`config.mk`:
```
export PLATFORM = sky130hd
export DESIGN_NAME = sadc_frame
export DESIGN_NICKNAME = d
export VERILOG_FILES = /design/src/rtl/sadc_fifo.sv /design/src/pkg/sadc_pkg.sv /design/src/rtl/sadc_frame.sv
export SDC_FILE = /design/constraint.sdc
export NUM_CORES = 1
export LEC_CHECK = 0
export BUFFER_PORTS_ARGS = -buffer_cell sky130_fd_sc_hd__buf_2
export CELL_PAD_IN_SITES_DETAIL_PLACEMENT = 0
export CELL_PAD_IN_SITES_GLOBAL_PLACEMENT = 1
export CORE_MARGIN = 2
export CORE_UTILIZATION = 45
export CTS_CLUSTER_SIZE = 40
export DETAILED_ROUTE_END_ITERATION = 7
export PLACE_DENSITY_LB_ADDON = 0.1
export SLEW_MARGIN = 30
export SYNTH_ARGS = -nofsm -noshare
export SYNTH_HDL_FRONTEND = slang
export SYNTH_SLANG_ARGS = --single-unit
```
`constraint.sdc`:
```
create_clock -name clock -period 3.35 [get_ports clock]
set_clock_uncertainty 0.15 [all_clocks]
set_input_delay 0.8375 -clock clock [delete_from_list [all_inputs] [get_ports clock]]
set_output_delay 0.8375 -clock clock [all_outputs]
set_load 0.02 [all_outputs]
```
`src/rtl/sadc_fifo.sv`:
```
// Empty: the result queue module sits beside the frame logic in one design file

```
`src/pkg/sadc_pkg.sv`:
```
// Shared constants and types for the serial converter frame logic
package sadc_pkg;
    localparam int          RES_BITS       = 10;
    localparam int          FRAME_BITS     = 16;
    localparam int          LEAD_ZEROS     = 3;
    localparam logic [4:0]  TRACK_EDGE     = 5'h0d;  // 13th rising edge
    localparam logic [4:0]  RELEASE_EDGE   = 5'h10;  // 16th falling edge
    localparam logic [4:0]  EDGE_CNT_RST   = 5'h00;
    localparam int          CLK_PERIOD_PS  = 8000;
    localparam int          WAKE_TIME_NS   = 1000;
    localparam int          WAKE_CYCLES    = (WAKE_TIME_NS * 1000 + CLK_PERIOD_PS - 1)
                                             / CLK_PERIOD_PS;
    localparam logic [7:0]  WAKE_CNT_RST   = 8'h00;
    localparam logic [15:0] SHIFT_RST      = 16'h0000;

    typedef enum logic [2:0] {
        SADC_WAKE  = 3'b001,
        SADC_TRACK = 3'b010,
        SADC_HOLD  = 3'b100
    } sadc_state_t;

    // Serial data pin: value and output enable
    typedef struct packed {
        logic dout;
        logic oe;
    } sadc_pin_t;
endpackage : sadc_pkg

```
`src/rtl/sadc_frame.sv`:
```
// Converter side of the three-wire serial frame: hold, track, shift, release
// How it works
// - Select falling edge after wake samples input, enters hold
// - 13th rising clock edge returns to track
// - 16th falling edge releases data line
// - About 1 us wake before valid result
// - Three zeros, ten bits MSB first, three zeros
// - Change on falling, host captures on rising
// - Select rising releases data line early
`timescale 1ns/1ps
module sadc_frame #(
    parameter int RES   = sadc_pkg::RES_BITS,
    parameter int DEPTH = 8
) (
    input  wire logic           clock,
    input  wire logic           rst_b,
    input  wire logic           selectPin_b,
    input  wire logic           shiftClkPin,
    output logic                serialOut,
    output logic                serialOutOe,
    input  wire logic [RES-1:0] sampleIn,
    input  wire logic           sampleValid,
    output logic                sampleReady,
    output logic                tracking,
    output logic                awake
);
    // Pin synchronisers: first stage read only by second
    logic [1:0] selSync_r;
    logic [1:0] sclkSync_r;
    logic       selPrev_r;
    logic       sclkPrev_r;

    always_ff @(posedge clock) begin
        if (!rst_b) begin
            selSync_r  <= 2'h3;
            sclkSync_r <= 2'h0;
            selPrev_r  <= 1'h1;
            sclkPrev_r <= 1'h0;
        end else begin
            selSync_r  <= {selSync_r[0], selectPin_b};
            sclkSync_r <= {sclkSync_r[0], shiftClkPin};
            selPrev_r  <= selSync_r[1];
            sclkPrev_r <= sclkSync_r[1];
        end
    end

    wire selFall  = selPrev_r && !selSync_r[1];
    wire selRise  = !selPrev_r && selSync_r[1];
    wire sclkRise = !sclkPrev_r && sclkSync_r[1];
    wire sclkFall = sclkPrev_r && !sclkSync_r[1];

    // Results from the converter core queue here until a frame takes one
    logic [RES-1:0] fifoData;
    logic           fifoValid;
    logic           awake_r;
    wire            sampleReady_w;
    wire            inFrame;
    // No pop before wake or from an empty queue: that frame shifts zeros
    wire            takeSample = selFall && fifoValid && awake_r;

    sadc_fifo #(.WIDTH(RES), .DEPTH(DEPTH)) resultQueue (
        .clock    (clock),
        .rst_b    (rst_b),
        .inData   (sampleIn),
        .inValid  (sampleValid),
        .inReady  (sampleReady_w),
        .outData  (fifoData),
        .outValid (fifoValid),
        .outReady (takeSample)
    );

    sadc_pkg::sadc_state_t state_r;
    sadc_pkg::sadc_state_t state_nxt;
    logic [4:0]            riseCnt_r;
    logic [4:0]            fallCnt_r;
    logic [15:0]           shift_r;
    logic [7:0]            wakeCnt_r;
    sadc_pkg::sadc_pin_t   pin_r;
    logic                  tracking_r;
    logic                  sampleReady_r;

    assign inFrame = !selSync_r[1];
    // Frame word: leading zeros, result MSB first, trailing zeros
    wire [15:0] frameWord = {3'h0, (takeSample ? fifoData : {RES{1'b0}}), 3'h0};
    wire        lastFall  = sclkFall && (fallCnt_r + 5'h01 == sadc_pkg::RELEASE_EDGE);
    wire        trackHit  = sclkRise && (riseCnt_r + 5'h01 == sadc_pkg::TRACK_EDGE);

    always_comb begin
        state_nxt = state_r;
        unique case (state_r)
            sadc_pkg::SADC_WAKE: begin
                if (awake_r) state_nxt = sadc_pkg::SADC_TRACK;
            end
            sadc_pkg::SADC_TRACK: begin
                if (selFall) state_nxt = sadc_pkg::SADC_HOLD;
            end
            sadc_pkg::SADC_HOLD: begin
                if (trackHit || selRise) state_nxt = sadc_pkg::SADC_TRACK;
            end
            default: state_nxt = sadc_pkg::SADC_WAKE;
        endcase
    end

    // Wake counter stands in for power-up from full power-down
    always_ff @(posedge clock) begin
        if (!rst_b) begin
            wakeCnt_r <= sadc_pkg::WAKE_CNT_RST;
            awake_r   <= 1'b0;
        end else if (!awake_r) begin
            wakeCnt_r <= wakeCnt_r + 8'h01;
            awake_r   <= (wakeCnt_r == 8'(sadc_pkg::WAKE_CYCLES - 1));
        end
    end

    always_ff @(posedge clock) begin
        if (!rst_b) begin
            state_r <= sadc_pkg::SADC_WAKE;
        end else begin
            state_r <= state_nxt;
        end
    end

    // Restart while select is high, so a cut frame leaves no stale count
    always_ff @(posedge clock) begin
        if (!rst_b || selFall || !inFrame) begin
            riseCnt_r <= sadc_pkg::EDGE_CNT_RST;
            fallCnt_r <= sadc_pkg::EDGE_CNT_RST;
        end else begin
            if (sclkRise && riseCnt_r != 5'h1f) riseCnt_r <= riseCnt_r + 5'h01;
            if (sclkFall && fallCnt_r != 5'h1f) fallCnt_r <= fallCnt_r + 5'h01;
        end
    end

    // Sample held at select fall; bits advance on falling clock edges
    always_ff @(posedge clock) begin
        if (!rst_b) begin
            shift_r <= sadc_pkg::SHIFT_RST;
        end else if (selFall) begin
            shift_r <= frameWord;
        end else if (inFrame && sclkFall) begin
            shift_r <= {shift_r[14:0], 1'b0};
        end
    end

    always_ff @(posedge clock) begin
        if (!rst_b) begin
            pin_r <= '0;
        end else if (selFall) begin
            pin_r.oe   <= 1'b1;
            pin_r.dout <= frameWord[15];
        end else if (selRise) begin
            pin_r <= '0;
        end else if (lastFall) begin
            pin_r <= '0;
        end else if (inFrame && sclkFall && pin_r.oe) begin
            pin_r.dout <= shift_r[14];
        end
    end

    always_ff @(posedge clock) begin
        if (!rst_b) begin
            tracking_r    <= 1'b0;
            sampleReady_r <= 1'b0;
        end else begin
            tracking_r    <= (state_nxt == sadc_pkg::SADC_TRACK);
            sampleReady_r <= sampleReady_w;
        end
    end

    assign serialOut   = pin_r.dout;
    assign serialOutOe = pin_r.oe;
    assign tracking    = tracking_r;
    assign sampleReady = sampleReady_r;
    assign awake       = awake_r;
endmodule : sadc_frame

// Small valid/ready FIFO holding conversion results
module sadc_fifo #(
    parameter int WIDTH = 10,
    parameter int DEPTH = 8
) (
    input  wire logic             clock,
    input  wire logic             rst_b,
    input  wire logic [WIDTH-1:0] inData,
    input  wire logic             inValid,
    output logic                  inReady,
    output logic      [WIDTH-1:0] outData,
    output logic                  outValid,
    input  wire logic             outReady
);
    localparam int AW = $clog2(DEPTH);
    logic [WIDTH-1:0] mem [DEPTH];
    logic [AW:0]      wrPtr_r;
    logic [AW:0]      rdPtr_r;
    wire              full  = (wrPtr_r[AW] != rdPtr_r[AW])
                           && (wrPtr_r[AW-1:0] == rdPtr_r[AW-1:0]);
    wire              empty = (wrPtr_r == rdPtr_r);
    wire              push  = inValid && !full;
    wire              pop   = outReady && !empty;

    assign inReady  = !full;
    assign outValid = !empty;
    assign outData  = mem[rdPtr_r[AW-1:0]];

    always_ff @(posedge clock) begin
        if (push) begin
            mem[wrPtr_r[AW-1:0]] <= inData;
        end
    end

    always_ff @(posedge clock) begin
        if (!rst_b) begin
            wrPtr_r <= '0;
            rdPtr_r <= '0;
        end else begin
            if (push) begin
                wrPtr_r <= wrPtr_r + 1'b1;
            end
            if (pop) begin
                rdPtr_r <= rdPtr_r + 1'b1;
            end
        end
    end
endmodule : sadc_fifo

```
# Yosys cells after proc, flatten, opt, wreduce, memory -nomap -nowiden
# Memories as Yosys holds them, arrays and structs flattened. A register that Yosys moved wholly into a read port is not among the register bits.
# Index checks and enable logic that the tools add are counted.
# word_totals
register_bits	52
latchBits	0
ram_bits	80
romBits	0
input_bits	15
out_inout_bits	5
wordCells	80
memories	1
# classes
addsub	5
n_mul	0
n_div	0
order_cmp	0
n_eq_ne	12
shifts	0
n_mux	15
bitwise	1
reduce_logical	29
# mem_list
memory	words	width	rd	rd_clocked_by_memory_dff	wr	line	text
resultQueue.mem	8	10	1	1	1	sadc_frame.sv:192	logic [WIDTH-1:0] mem [DEPTH];
# op_table
cell	count
2-to-1 mux 13 bit	2
logical AND 1 bit	15
2-to-1 mux 3 bit	5
adder 5 x 1 -> 5 bit, second input constant	2
2-to-1 mux 10 bit	1
!= test 5 bit, second input constant	2
case mux 3 bit (3 select lines)	1
adder 4 x 1 -> 4 bit, second input constant	2
adder 8 x 1 -> 8 bit, second input constant	1
equality test 8 x 7 -> 1 bit, second input constant	1
logical NOT 1 bit	7
equality test 3 x 2 -> 1 bit, second input constant	2
2-to-1 mux 1 bit	6
equality test 5 x 4 -> 1 bit, second input constant	1
equality test 5 bit, second input constant	1
equality test 4 bit	1
OR reduction 4 bit	1
equality test 3 x 1 -> 1 bit, second input constant	1
equality test 3 bit	1
equality test 3 bit, second input constant	1
logical OR 1 bit	3
nonzero test 3 bit	1
nonzero test 2 bit	1
OR reduction 2 bit	1
2 further kinds	2

# Depth between registers and ports, before layout
# Gate-level depths: netlist (run 1).
# depth
word_depth	7
ltp_mapped	7
mapped_depth_nobuf	7

# Modules after synthesis
# Synthesis (run 1) repeated with hierarchy kept, for this count alone.
# unflattened
hier_cells	408
area_unflattened_um2	5789.3
# by_module_without_submodules
module	instances	cells_each	area_per_inst_um2
sadc_fifo	1	200	3782.4
sadc_frame	1	208	2006.9

# Worst setup path after synthesis (run 1)
# No wires, ideal clock.
# synth_timing
path_kind	input to register
from	input sampleValid
to	memory resultQueue.mem[4][0], enable pin
setup_ps	390
t_arrival_ps	1984
path_slack_ps	826
cell_stages	3
path_cell_list	o41ai_4 > or2_2 > nor3_1
# synth_between
elab_chain_len	3
# synth_rtl
item	line	text
start, declared	sadc_frame.sv:22	input wire logic sampleValid,
logical AND 1 bit	sadc_frame.sv:198	wire push = inValid && !full;
2-to-1 mux 1 bit	sadc_frame.sv:206	if (push) begin
2-to-1 mux 1 bit (implied by the code)	sadc_frame.sv:207	mem[wrPtr_r[AW-1:0]] <= inData;
end, declared	sadc_frame.sv:192	
# No other way between the ends.

# Final worst setup path (run 1)
# layout_timing
from	register resultQueue.wrPtr_r[0]
to	memory resultQueue.mem[3][5], enable pin
# layout_between
elab_chain_len	6
# layout_rtl
item	line	text
start, declared	sadc_frame.sv:193	logic [AW:0] wrPtr_r;
start signal, assigned	sadc_frame.sv:217	wrPtr_r <= wrPtr_r + 1'b1;
equality test 3 bit	sadc_frame.sv:196	&& (wrPtr_r[AW-1:0] == rdPtr_r[AW-1:0]);
logical AND 1 bit	sadc_frame.sv:196	
logical NOT 1 bit	sadc_frame.sv:198	
logical AND 1 bit	sadc_frame.sv:198	
2-to-1 mux 1 bit	sadc_frame.sv:206	
2-to-1 mux 1 bit (implied by the code)	sadc_frame.sv:207	
# Parallel ways exist; a longest one is shown, timed or not.

==> run_results.csv, run 1 <==
group,metric,value,unit
routing,vias_per_cell,5.32,
die,die_width,115,um
clock_tree,cts_buffers,17,
logic_synthesis,async_flop_share,0,
logic_synthesis,synth_nets,414,
routing,route.detailed.drc,0,
place,dp_cells,543,
timing,setup_tns,0,ps
grt,grt_pass1_wl,15600,um
timing,period_share,0.758,
logic_synthesis,avgSynthCellArea,14.3,um2
timing,report.final.hold_viol_count,0,
worst_setup_path,cp-end-kind,"flip-flop",
logic_synthesis,synth.cell_area,5520,um2
routing,wl,9560,um
logic_synthesis,yosys.area.top_type,"edfxtp_1",
routing,firstDrtPassIters,4,
worst_setup_path,startpoint_type,"flip-flop",
place,port_buffers,19,
grt,grtUsageTotal,0.162,
clock_tree,cts_sinks,135,
logic_synthesis,yosysUniqueCellTypes,42,
finish,layoutNonFillerInstCount,574,
finish,drive_gt1_frac,0.197,
logic_synthesis,synth_ff_type,"edfxtp_1",
worst_setup_path,critPathKind,"reg2reg",
finish,final_area,6320,um2
die,start_util,0.459,
power,vdd_drop_max,0.491,mV
routing,drtAntennaViolNets,0,
clock_tree,clk_pin_slew_worst_paths,60,ps
die,die_area,13200,um2
finish,layout.nets,442,
power,cellLeakagePower,2.22,nW
logic_synthesis,syn-instance-count,387,
logic_synthesis,synth_top_area_frac,0.435,
die,core-area,12000,um2
die,fp-row-count,40,
power,finalPower,3.64,mW
grt,grt_pass1_vias,3057,
routing,vias,3051,
place,gp_congestion,0.708,
logic_synthesis,yosys_warnings,0,
logic_synthesis,ys_top_cells_by_area,"edfxtp_1 (44%), dfxtp_1 (20%), mux4_2 (8.2%)",
timing,fmax,394,MHz
grt,grt.overflow.total,0,
clock_tree,insertion_delay,420,ps
routing,drt_first_iter_violations,110,
power,power.density,576,nW/um2
hold_path,hp-class,"reg2reg",
grt,antenna_found_initial,0,
clock_tree,post_cts_resized,0,
run,maxCapViolations,0,
clock_tree,hold_buffers,0,
place,placed_area,5780,um2
clock_tree,clock_path_buffers,2,
worst_setup_path,required,3240,ps
logic_synthesis,ys_ff_latch,135,
finish,utilization,0.527,
logic_synthesis,synth_edf_count,80,
timing,layout_setup_ws,809,ps
logic_synthesis,seq_area_frac_synth,0.635,
die,pin_count,20,
timing,rsz0062_at_grt,"false",
outcome,status,"finished, final reports clean",
clock_tree,htree_levels,4,
grt,grt_start_max_net_pins,30,
finish,antenna-diode-count,0,
finish,area_growth,14.7,%
clock_tree,tritoncts,"yes",
place,dp_hpwl,6120,um
timing,slew_headroom,0.393,
timing,worst_slew_pin_slew,908,ps
timing,min_period,2540,ps
worst_setup_path,crit_arrival,2430,ps
worst_setup_path,crit_fanout,10,
clock_tree,post-cts-setup-buffers,0,
place,post-place-ws,716,ps
routing,detail_route.wl_per_cell,16.6,um
timing,setup_viol,0,
timing,whs,268,ps
clock_tree,root_buffer,"clkbuf_16",
timing,drv_slew,0,
die,die_height,115,um
Yosys cell counts (all sizes together), types with 3 or more instances:
cell     n
a21oi    4
and2    14
and3     4
buf      7
clkbuf  10
dfxtp   55
edfxtp  80
ha      12
inv     10
mux2i   19
mux4    20
nand2   21
nand2b  12
nand3    9
nand3b   3
nand4    5
nor2    26
nor3     4
nor3b    4
o21ai    7
o31ai    9
o32ai    9
xnor2   14
xor2    10
placed cells by master (no fill, tap or decap), types with 7 or more instances in the layout:
cell / instances
and2_1: 14
buf_2: 19
buf_4: 7
clkbuf_16: 17
dfxtp_1: 54
edfxtp_1: 80
ha_1: 12
inv_1: 10
mux2i_1: 19
mux4_2: 20
nand2_1: 21
nand2b_1: 12
nand3_1: 9
nor2_1: 24
o21ai_0: 7
o31ai_1: 9
o32ai_1: 9
xnor2_1: 14
xor2_1: 10
flip-flops by register name, indices dropped and copies added (netlist names), 3 cells and up, named ones only:
register / flops
riseCnt_r: 5
resultQueue.rdPtr_r: 4
resultQueue.wrPtr_r: 4
fallCnt_r: 5
wakeCnt_r: 8
shift_r: 12
state_r: 3
resultQueue.mem: 80
cell type report:
type	instances	area [um2]
clock buffers	19	433
clock inverters	12	105
fillers	1033	5690
inverters	10	37.5
multi-input cells	225	1910
flip-flops and latches	135	3500
well taps	147	184
repair buffers	26	148
worst max-delay path: stages (launching register included):
cell and delay, ps:
dfxtp_1 540, xor2_1 320, o41ai_4 180, nand2b_1 250, nor2_1 720
power by group:
group          internal (mW)  switching, mW
clock                   1.01          0.681
combinational         0.0552         0.0774
sequential              1.80         0.0202
layer usage:
metal  GRT usage  vias to the layer above  share of wire
li1            -                     1505              -
met1       0.199                     1494           0.47
met2       0.263                       40           0.47
met3      0.0492                       12          0.040
met4      0.0795                        0          0.019
met5           0                        -              0
logic make-up after synthesis:
kind of cell	count (synthesis)	share of synthesized area
compound gates	40	0.0565
xor+xnor	24	0.0381
fa+ha+maj	12	0.0272
buf+inv	27	0.0200
flops	135	0.635
mux	39	0.116
simple gates	110	0.107
final timing paths:
kind / startpoint / end / slack (ps) / cells past startpoint
max: resultQueue.wrPtr_r[0]$_SDFFE_PN0P_ / resultQueue.mem[3][5]$_DFFE_PP_ / 810 / 4
min reg2reg: selSync_r[0]$_SDFF_PN1_ / selSync_r[1]$_SDFF_PN1_ / 270 / 1
min: selSync_r[0]$_SDFF_PN1_ / selSync_r[1]$_SDFF_PN1_ / 270 / 1
max reg2reg: resultQueue.wrPtr_r[0]$_SDFFE_PN0P_ / resultQueue.mem[3][5]$_DFFE_PP_ / 810 / 4
Note: power is estimated with default switching activity, not from simulation.
==> inputs of run 2 (changes only) <==
--- a/config.mk
+++ b/config.mk
@@ -5,6 +5,7 @@
 export SDC_FILE = /design/constraint.sdc
 export NUM_CORES = 1
 export LEC_CHECK = 0
+export ABC_AREA = 1
 export BUFFER_PORTS_ARGS = -buffer_cell sky130_fd_sc_hd__buf_2
 export CELL_PAD_IN_SITES_DETAIL_PLACEMENT = 0
 export CELL_PAD_IN_SITES_GLOBAL_PLACEMENT = 1
==> constraint.sdc (replaced) <==
create_clock -name clock -period 2.38 [get_ports clock]
set_clock_uncertainty 0.15 [all_clocks]
set_input_delay 0.595 -clock clock [delete_from_list [all_inputs] [get_ports clock]]
set_output_delay 0.595 -clock clock [all_outputs]
set_load 0.02 [all_outputs]
==> run_results.csv, run 2 <==
group,metric,value,unit
outcome,status,"finished, final reports clean",
finish,drive_gt1_frac,0.122,
timing,slew_headroom,0.524,
logic_synthesis,synth_ff_type,"edfxtp_1",
timing,report.final.hold_viol_count,0,
logic_synthesis,yosys_warnings,0,
worst_setup_path,critPathKind,"reg2reg",
timing,min_period,2070,ps
logic_synthesis,yosys.area.top_type,"edfxtp_1",
logic_synthesis,ys_top_cells_by_area,"edfxtp_1 (41%), dfxtp_1 (19%), nand2_1 (12%)",
clock_tree,hold_buffers,0,
grt,grtUsageTotal,0.185,
clock_tree,cts_sinks,135,
clock_tree,htree_levels,4,
worst_setup_path,crit_arrival,1970,ps
routing,vias,4174,
routing,detail_route.wl_per_cell,14.2,um
grt,grt_pass1_wl,19800,um
clock_tree,insertion_delay,410,ps
logic_synthesis,seq_area_frac_synth,0.604,
clock_tree,root_buffer,"clkbuf_16",
worst_setup_path,crit_fanout,10,
routing,vias_per_cell,4.95,
logic_synthesis,synth_edf_count,80,
logic_synthesis,yosysUniqueCellTypes,33,
logic_synthesis,async_flop_share,0,
logic_synthesis,ys_top_cells_by_count,"nand2_1 (190), edfxtp_1 (80), nand3_1 (62)",
die,die_height,118,um
power,power.density,805,nW/um2
die,die_width,118,um
place,gp_congestion,0.812,
timing,period_share,0.871,
hold_path,hp-class,"in2reg",
die,fp-row-count,41,
finish,layout_common_cells,"nand2_1 (190), edfxtp_1 (80), nand3_1 (62)",
timing,setup_tns,0,ps
finish,area_growth,14.8,%
routing,drtAntennaViolNets,0,
routing,firstDrtPassIters,7,
grt,grt.overflow.total,0,
run,maxCapViolations,0,
clock_tree,cts_buffers,17,
grt,grt_start_max_net_pins,41,
die,die_area,13800,um2
place,port_buffers,19,
die,pin_count,20,
place,placed_area,6060,um2
logic_synthesis,synth.cell_area,5800,um2
logic_synthesis,avgSynthCellArea,9.15,um2
clock_tree,post_cts_resized,0,
logic_synthesis,syn-instance-count,634,
grt,antenna_found_initial,0,
die,start_util,0.460,
timing,rsz0062_at_grt,"false",
clock_tree,clock_path_buffers,2,
power,vdd_drop_max,0.402,mV
timing,setup_viol,0,
logic_synthesis,ys_ff_latch,135,
clock_tree,post-cts-setup-buffers,0,
finish,final_area,6660,um2
worst_setup_path,cp-end-kind,"flip-flop",
finish,largest_reg_flops,80,
finish,antenna-diode-count,0,
worst_setup_path,startpoint_type,"flip-flop",
timing,fmax,483,MHz
die,core-area,12600,um2
finish,final_common_cell,"nand2_1",
clock_tree,clk_pin_slew_worst_paths,60,ps
logic_synthesis,synth_top_area_frac,0.414,
finish,fillCellCount,1199,
routing,route.detailed.drc,0,
logic_synthesis,synth_most_common_cell,"nand2_1",
finish,layout.nets,686,
clock_tree,tritoncts,"yes",
routing,wl,12000,um
routing,drt_first_iter_violations,320,
timing,worst_slew_pin_slew,713,ps
grt,grt_pass1_vias,4019,
timing,drv_slew,0,
place,dp_hpwl,8020,um
logic_synthesis,synth_nets,661,
timing,whs,219,ps
worst_setup_path,required,2280,ps
power,cellLeakagePower,2.72,nW
## run 2: critical path, stage by stage (launching register included)
cell and delay, ps:
dfxtp_1 460, nand2_1 80, nand2_1 100, inv_1 50
nand3_2 120, nand2_2 100, inv_1 120, nand2_2 110
nor2_2 410
## run 2: power by group
group          switching [mW]  internal (mW)
logic                   0.144         0.0629
registers              0.0251           2.53
clock network           0.962           1.64
## run 2: cell type report
| type | instances | area [um2] | share of cell area |
|---|---|---|---|
| Sequential cell | 135 | 3500 | 0.526 |
| Multi-Input combinational cell | 412 | 1950 | 0.292 |
| Clock buffer | 19 | 433 | 0.0650 |
| Inverter | 65 | 244 | 0.0366 |
| Tap cell | 172 | 215 | 0.0323 |
| Timing Repair Buffer | 28 | 163 | 0.0244 |
| Clock inverter | 13 | 156 | 0.0235 |
## run 2: path summary, 6_finish.rpt
kind / from / end / slack (ps) / cells after the start
setup / recovery: resultQueue.wrPtr_r[2]$_SDFFE_PN0P_ / resultQueue.mem[0][6]$_DFFE_PP_ / 310 / 8
hold / removal: selectPin_b / selSync_r[0]$_SDFF_PN1_ / 220 / 2
setup reg to reg: resultQueue.wrPtr_r[2]$_SDFFE_PN0P_ / resultQueue.mem[0][6]$_DFFE_PP_ / 310 / 8
hold reg to reg: sclkSync_r[0]$_SDFF_PN0_ / sclkSync_r[1]$_SDFF_PN0_ / 260 / 2
## run 2: metrics by stage
step           setup slack, ps  power, mW   util  instances
2_1_floorplan              411       2.73      -        634
3_3_place_gp               160       2.81  0.480        812
3_5_place_dp              96.3       2.81  0.480        812
4_1_cts                   86.1       5.41  0.527        844
5_1_grt                   74.1       5.57  0.528        844
6_report                   308       5.36  0.528        844
## run 2: logic make-up after synthesis
kind of cell / synth area share
buf+inv: 0.0626
fa+ha+maj: 0.0259
compound gates: 0.0533
flops: 0.604
xor+xnor: 0.0121
simple gates: 0.242
## run 2: routing by layer
metal / up-vias / track usage / wire length [um]
met1: 1933 / 0.254 / 5860
met2: 101 / 0.283 / 5390
li1: 2122 / - / -
met5: - / 0 / 0
met3: 18 / 0.0480 / 575
met4: 0 / 0.0685 / 190
==> inputs of run 3 (changes only) <==
==> constraint.sdc (replaced) <==
create_clock -name clock -period 2 [get_ports clock]
set_clock_uncertainty 0.15 [all_clocks]
set_input_delay 0.5 -clock clock [delete_from_list [all_inputs] [get_ports clock]]
set_output_delay 0.5 -clock clock [all_outputs]
set_load 0.02 [all_outputs]
==> run_results.csv, run 3 (synthesis gave the netlist of run 2 again) <==
group,metric,value,unit
outcome,status,"finished, final reports clean",
timing,setup_viol,0,
hold_path,hold_depth,2,
worst_setup_path,reg2reg_depth,9,
clock_tree,clock_path_buffers,2,
finish,antenna-diode-count,0,
worst_setup_path,critPathKind,"reg2reg",
die,start_util,0.460,
worst_setup_path,crit_fanout,10,
grt,grt_start_max_net_pins,22,
die,pin_count,20,
clock_tree,cts_buffers,17,
timing,period_share,0.970,
finish,layout_common_cells,"nand2_1 (190), edfxtp_1 (80), nand3_1 (62)",
timing,slew_headroom,0.599,
die,die_height,118,um
timing,fmax,515,MHz
grt,grtUsageTotal,0.188,
die,die_width,118,um
place,dp_hpwl,8340,um
routing,vias,4156,
hold_path,hp-class,"in2reg",
finish,layout.nets,707,
timing,layout_setup_ws,60.1,ps
place,gp_congestion,0.806,
finish,final_area,6820,um2
finish,fillCellCount,1161,
clock_tree,insertion_delay,410,ps
place,post-place-ws,-135,ps
finish,final_common_cell,"nand2_1",
timing,min_period,1940,ps
timing,report.final.hold_viol_count,0,
grt,grt_pass1_vias,4010,
die,core-area,12600,um2
grt,grt_pass1_wl,20100,um
worst_setup_path,required,1900,ps
worst_setup_path,startpoint_type,"flip-flop",
power,finalPower,6.35,mW
finish,drive_gt1_frac,0.143,
grt,antenna_found_initial,0,
worst_setup_path,cp-end-kind,"flip-flop",
finish,area_growth,17.5,%
routing,firstDrtPassIters,5,
worst_setup_path,crit_arrival,1840,ps
clock_tree,root_buffer,"clkbuf_16",
place,placed_area,6230,um2
finish,largest_reg_flops,80,
clock_tree,htree_levels,4,
power,power.density,932,nW/um2
run,maxCapViolations,0,
routing,vias_per_cell,4.80,
clock_tree,hold_buffers,0,
timing,worst_slew_pin_slew,601,ps
timing,whs,122,ps
routing,wl,12000,um
routing,detail_route.wl_per_cell,13.9,um
clock_tree,cts_sinks,135,
finish,multi_input_area,1950,um2
grt,grt.overflow.total,0,
die,fp-row-count,41,
clock_tree,post-cts-setup-buffers,0,
power,cellLeakagePower,2.81,nW
clock_tree,post_cts_resized,1,
clock_tree,clk_pin_slew_worst_paths,50,ps
power,vdd_drop_max,0.725,mV
routing,drt_first_iter_violations,285,
place,port_buffers,19,
die,die_area,13800,um2
timing,drv_slew,0,
routing,drtAntennaViolNets,0,
timing,rsz0062_at_grt,"true",
routing,route.detailed.drc,0,
finish,ff_latch_area,3500,um2
clock_tree,tritoncts,"yes",
-- run 3: changes by cell type in the layout (fill, tap and decap cells not counted) --
cell	delta
buf_12	+1
buf_4	+20
clkbuf_1	+3
clkinv_1	+2
clkinv_2	-2
clkinv_4	-2
clkinvlp_4	-1
nor2_1	-1
nor2_2	+1
-- run 3: through the flow --
stage / TNS, ps / utilization / cells
2_1_floorplan: 0 / - / 634
3_3_place_gp: -979 / 0.494 / 833
3_5_place_dp: -4860 / 0.494 / 833
4_1_cts: -4020 / 0.539 / 865
5_1_grt: -3230 / 0.540 / 865
6_report: 0 / 0.540 / 865
-- run 3: final timing paths --
kind	start	endpoint	slack (ps)
setup / recovery	resultQueue.rdPtr_r[0]$_SDFFE_PN0P_	resultQueue.mem[4][8]$_DFFE_PP_	60
setup reg to reg	resultQueue.rdPtr_r[0]$_SDFFE_PN0P_	resultQueue.mem[4][8]$_DFFE_PP_	60
hold reg to reg	selSync_r[0]$_SDFF_PN1_	selSync_r[1]$_SDFF_PN1_	260
hold / removal	selectPin_b	selSync_r[0]$_SDFF_PN1_	120
-- run 3: final cells by class --
cell class | count | area share
Inverter | 65 | 0.0358
Tap cell | 172 | 0.0316
Sequential cell | 135 | 0.514
Multi-Input combinational cell | 412 | 0.286
Timing Repair Buffer | 49 | 0.0488
Clock buffer | 22 | 0.0651
Clock inverter | 10 | 0.0189
-- run 3: per-layer routing --
metal | vias to the layer above | global-route usage | wire (um)
li1 | 2162 | - | -
met1 | 1875 | 0.265 | 5860
met2 | 108 | 0.281 | 5320
met3 | 11 | 0.0518 | 655
met4 | 0 | 0.0670 | 164
met5 | - | 0 | 0
-- run 3: worst max-delay path: stages, from the launching register on --
cell	delay, ps
dfxtp_1	320
inv_1	70
nand2_1	50
nand2_1	100
nor2_4	50
nand3_2	70
nand2_2	80
inv_1	130
nand2_2	120
nor2_2	440
-- run 3: report_power, final --
group / switching [mW] / leakage, nW / internal [mW]
clock network: 1.10 / 0.267 / 1.94
registers: 0.0259 / 1.17 / 3.01
logic: 0.181 / 1.37 / 0.0906
total: 1.31 / 2.81 / 5.05
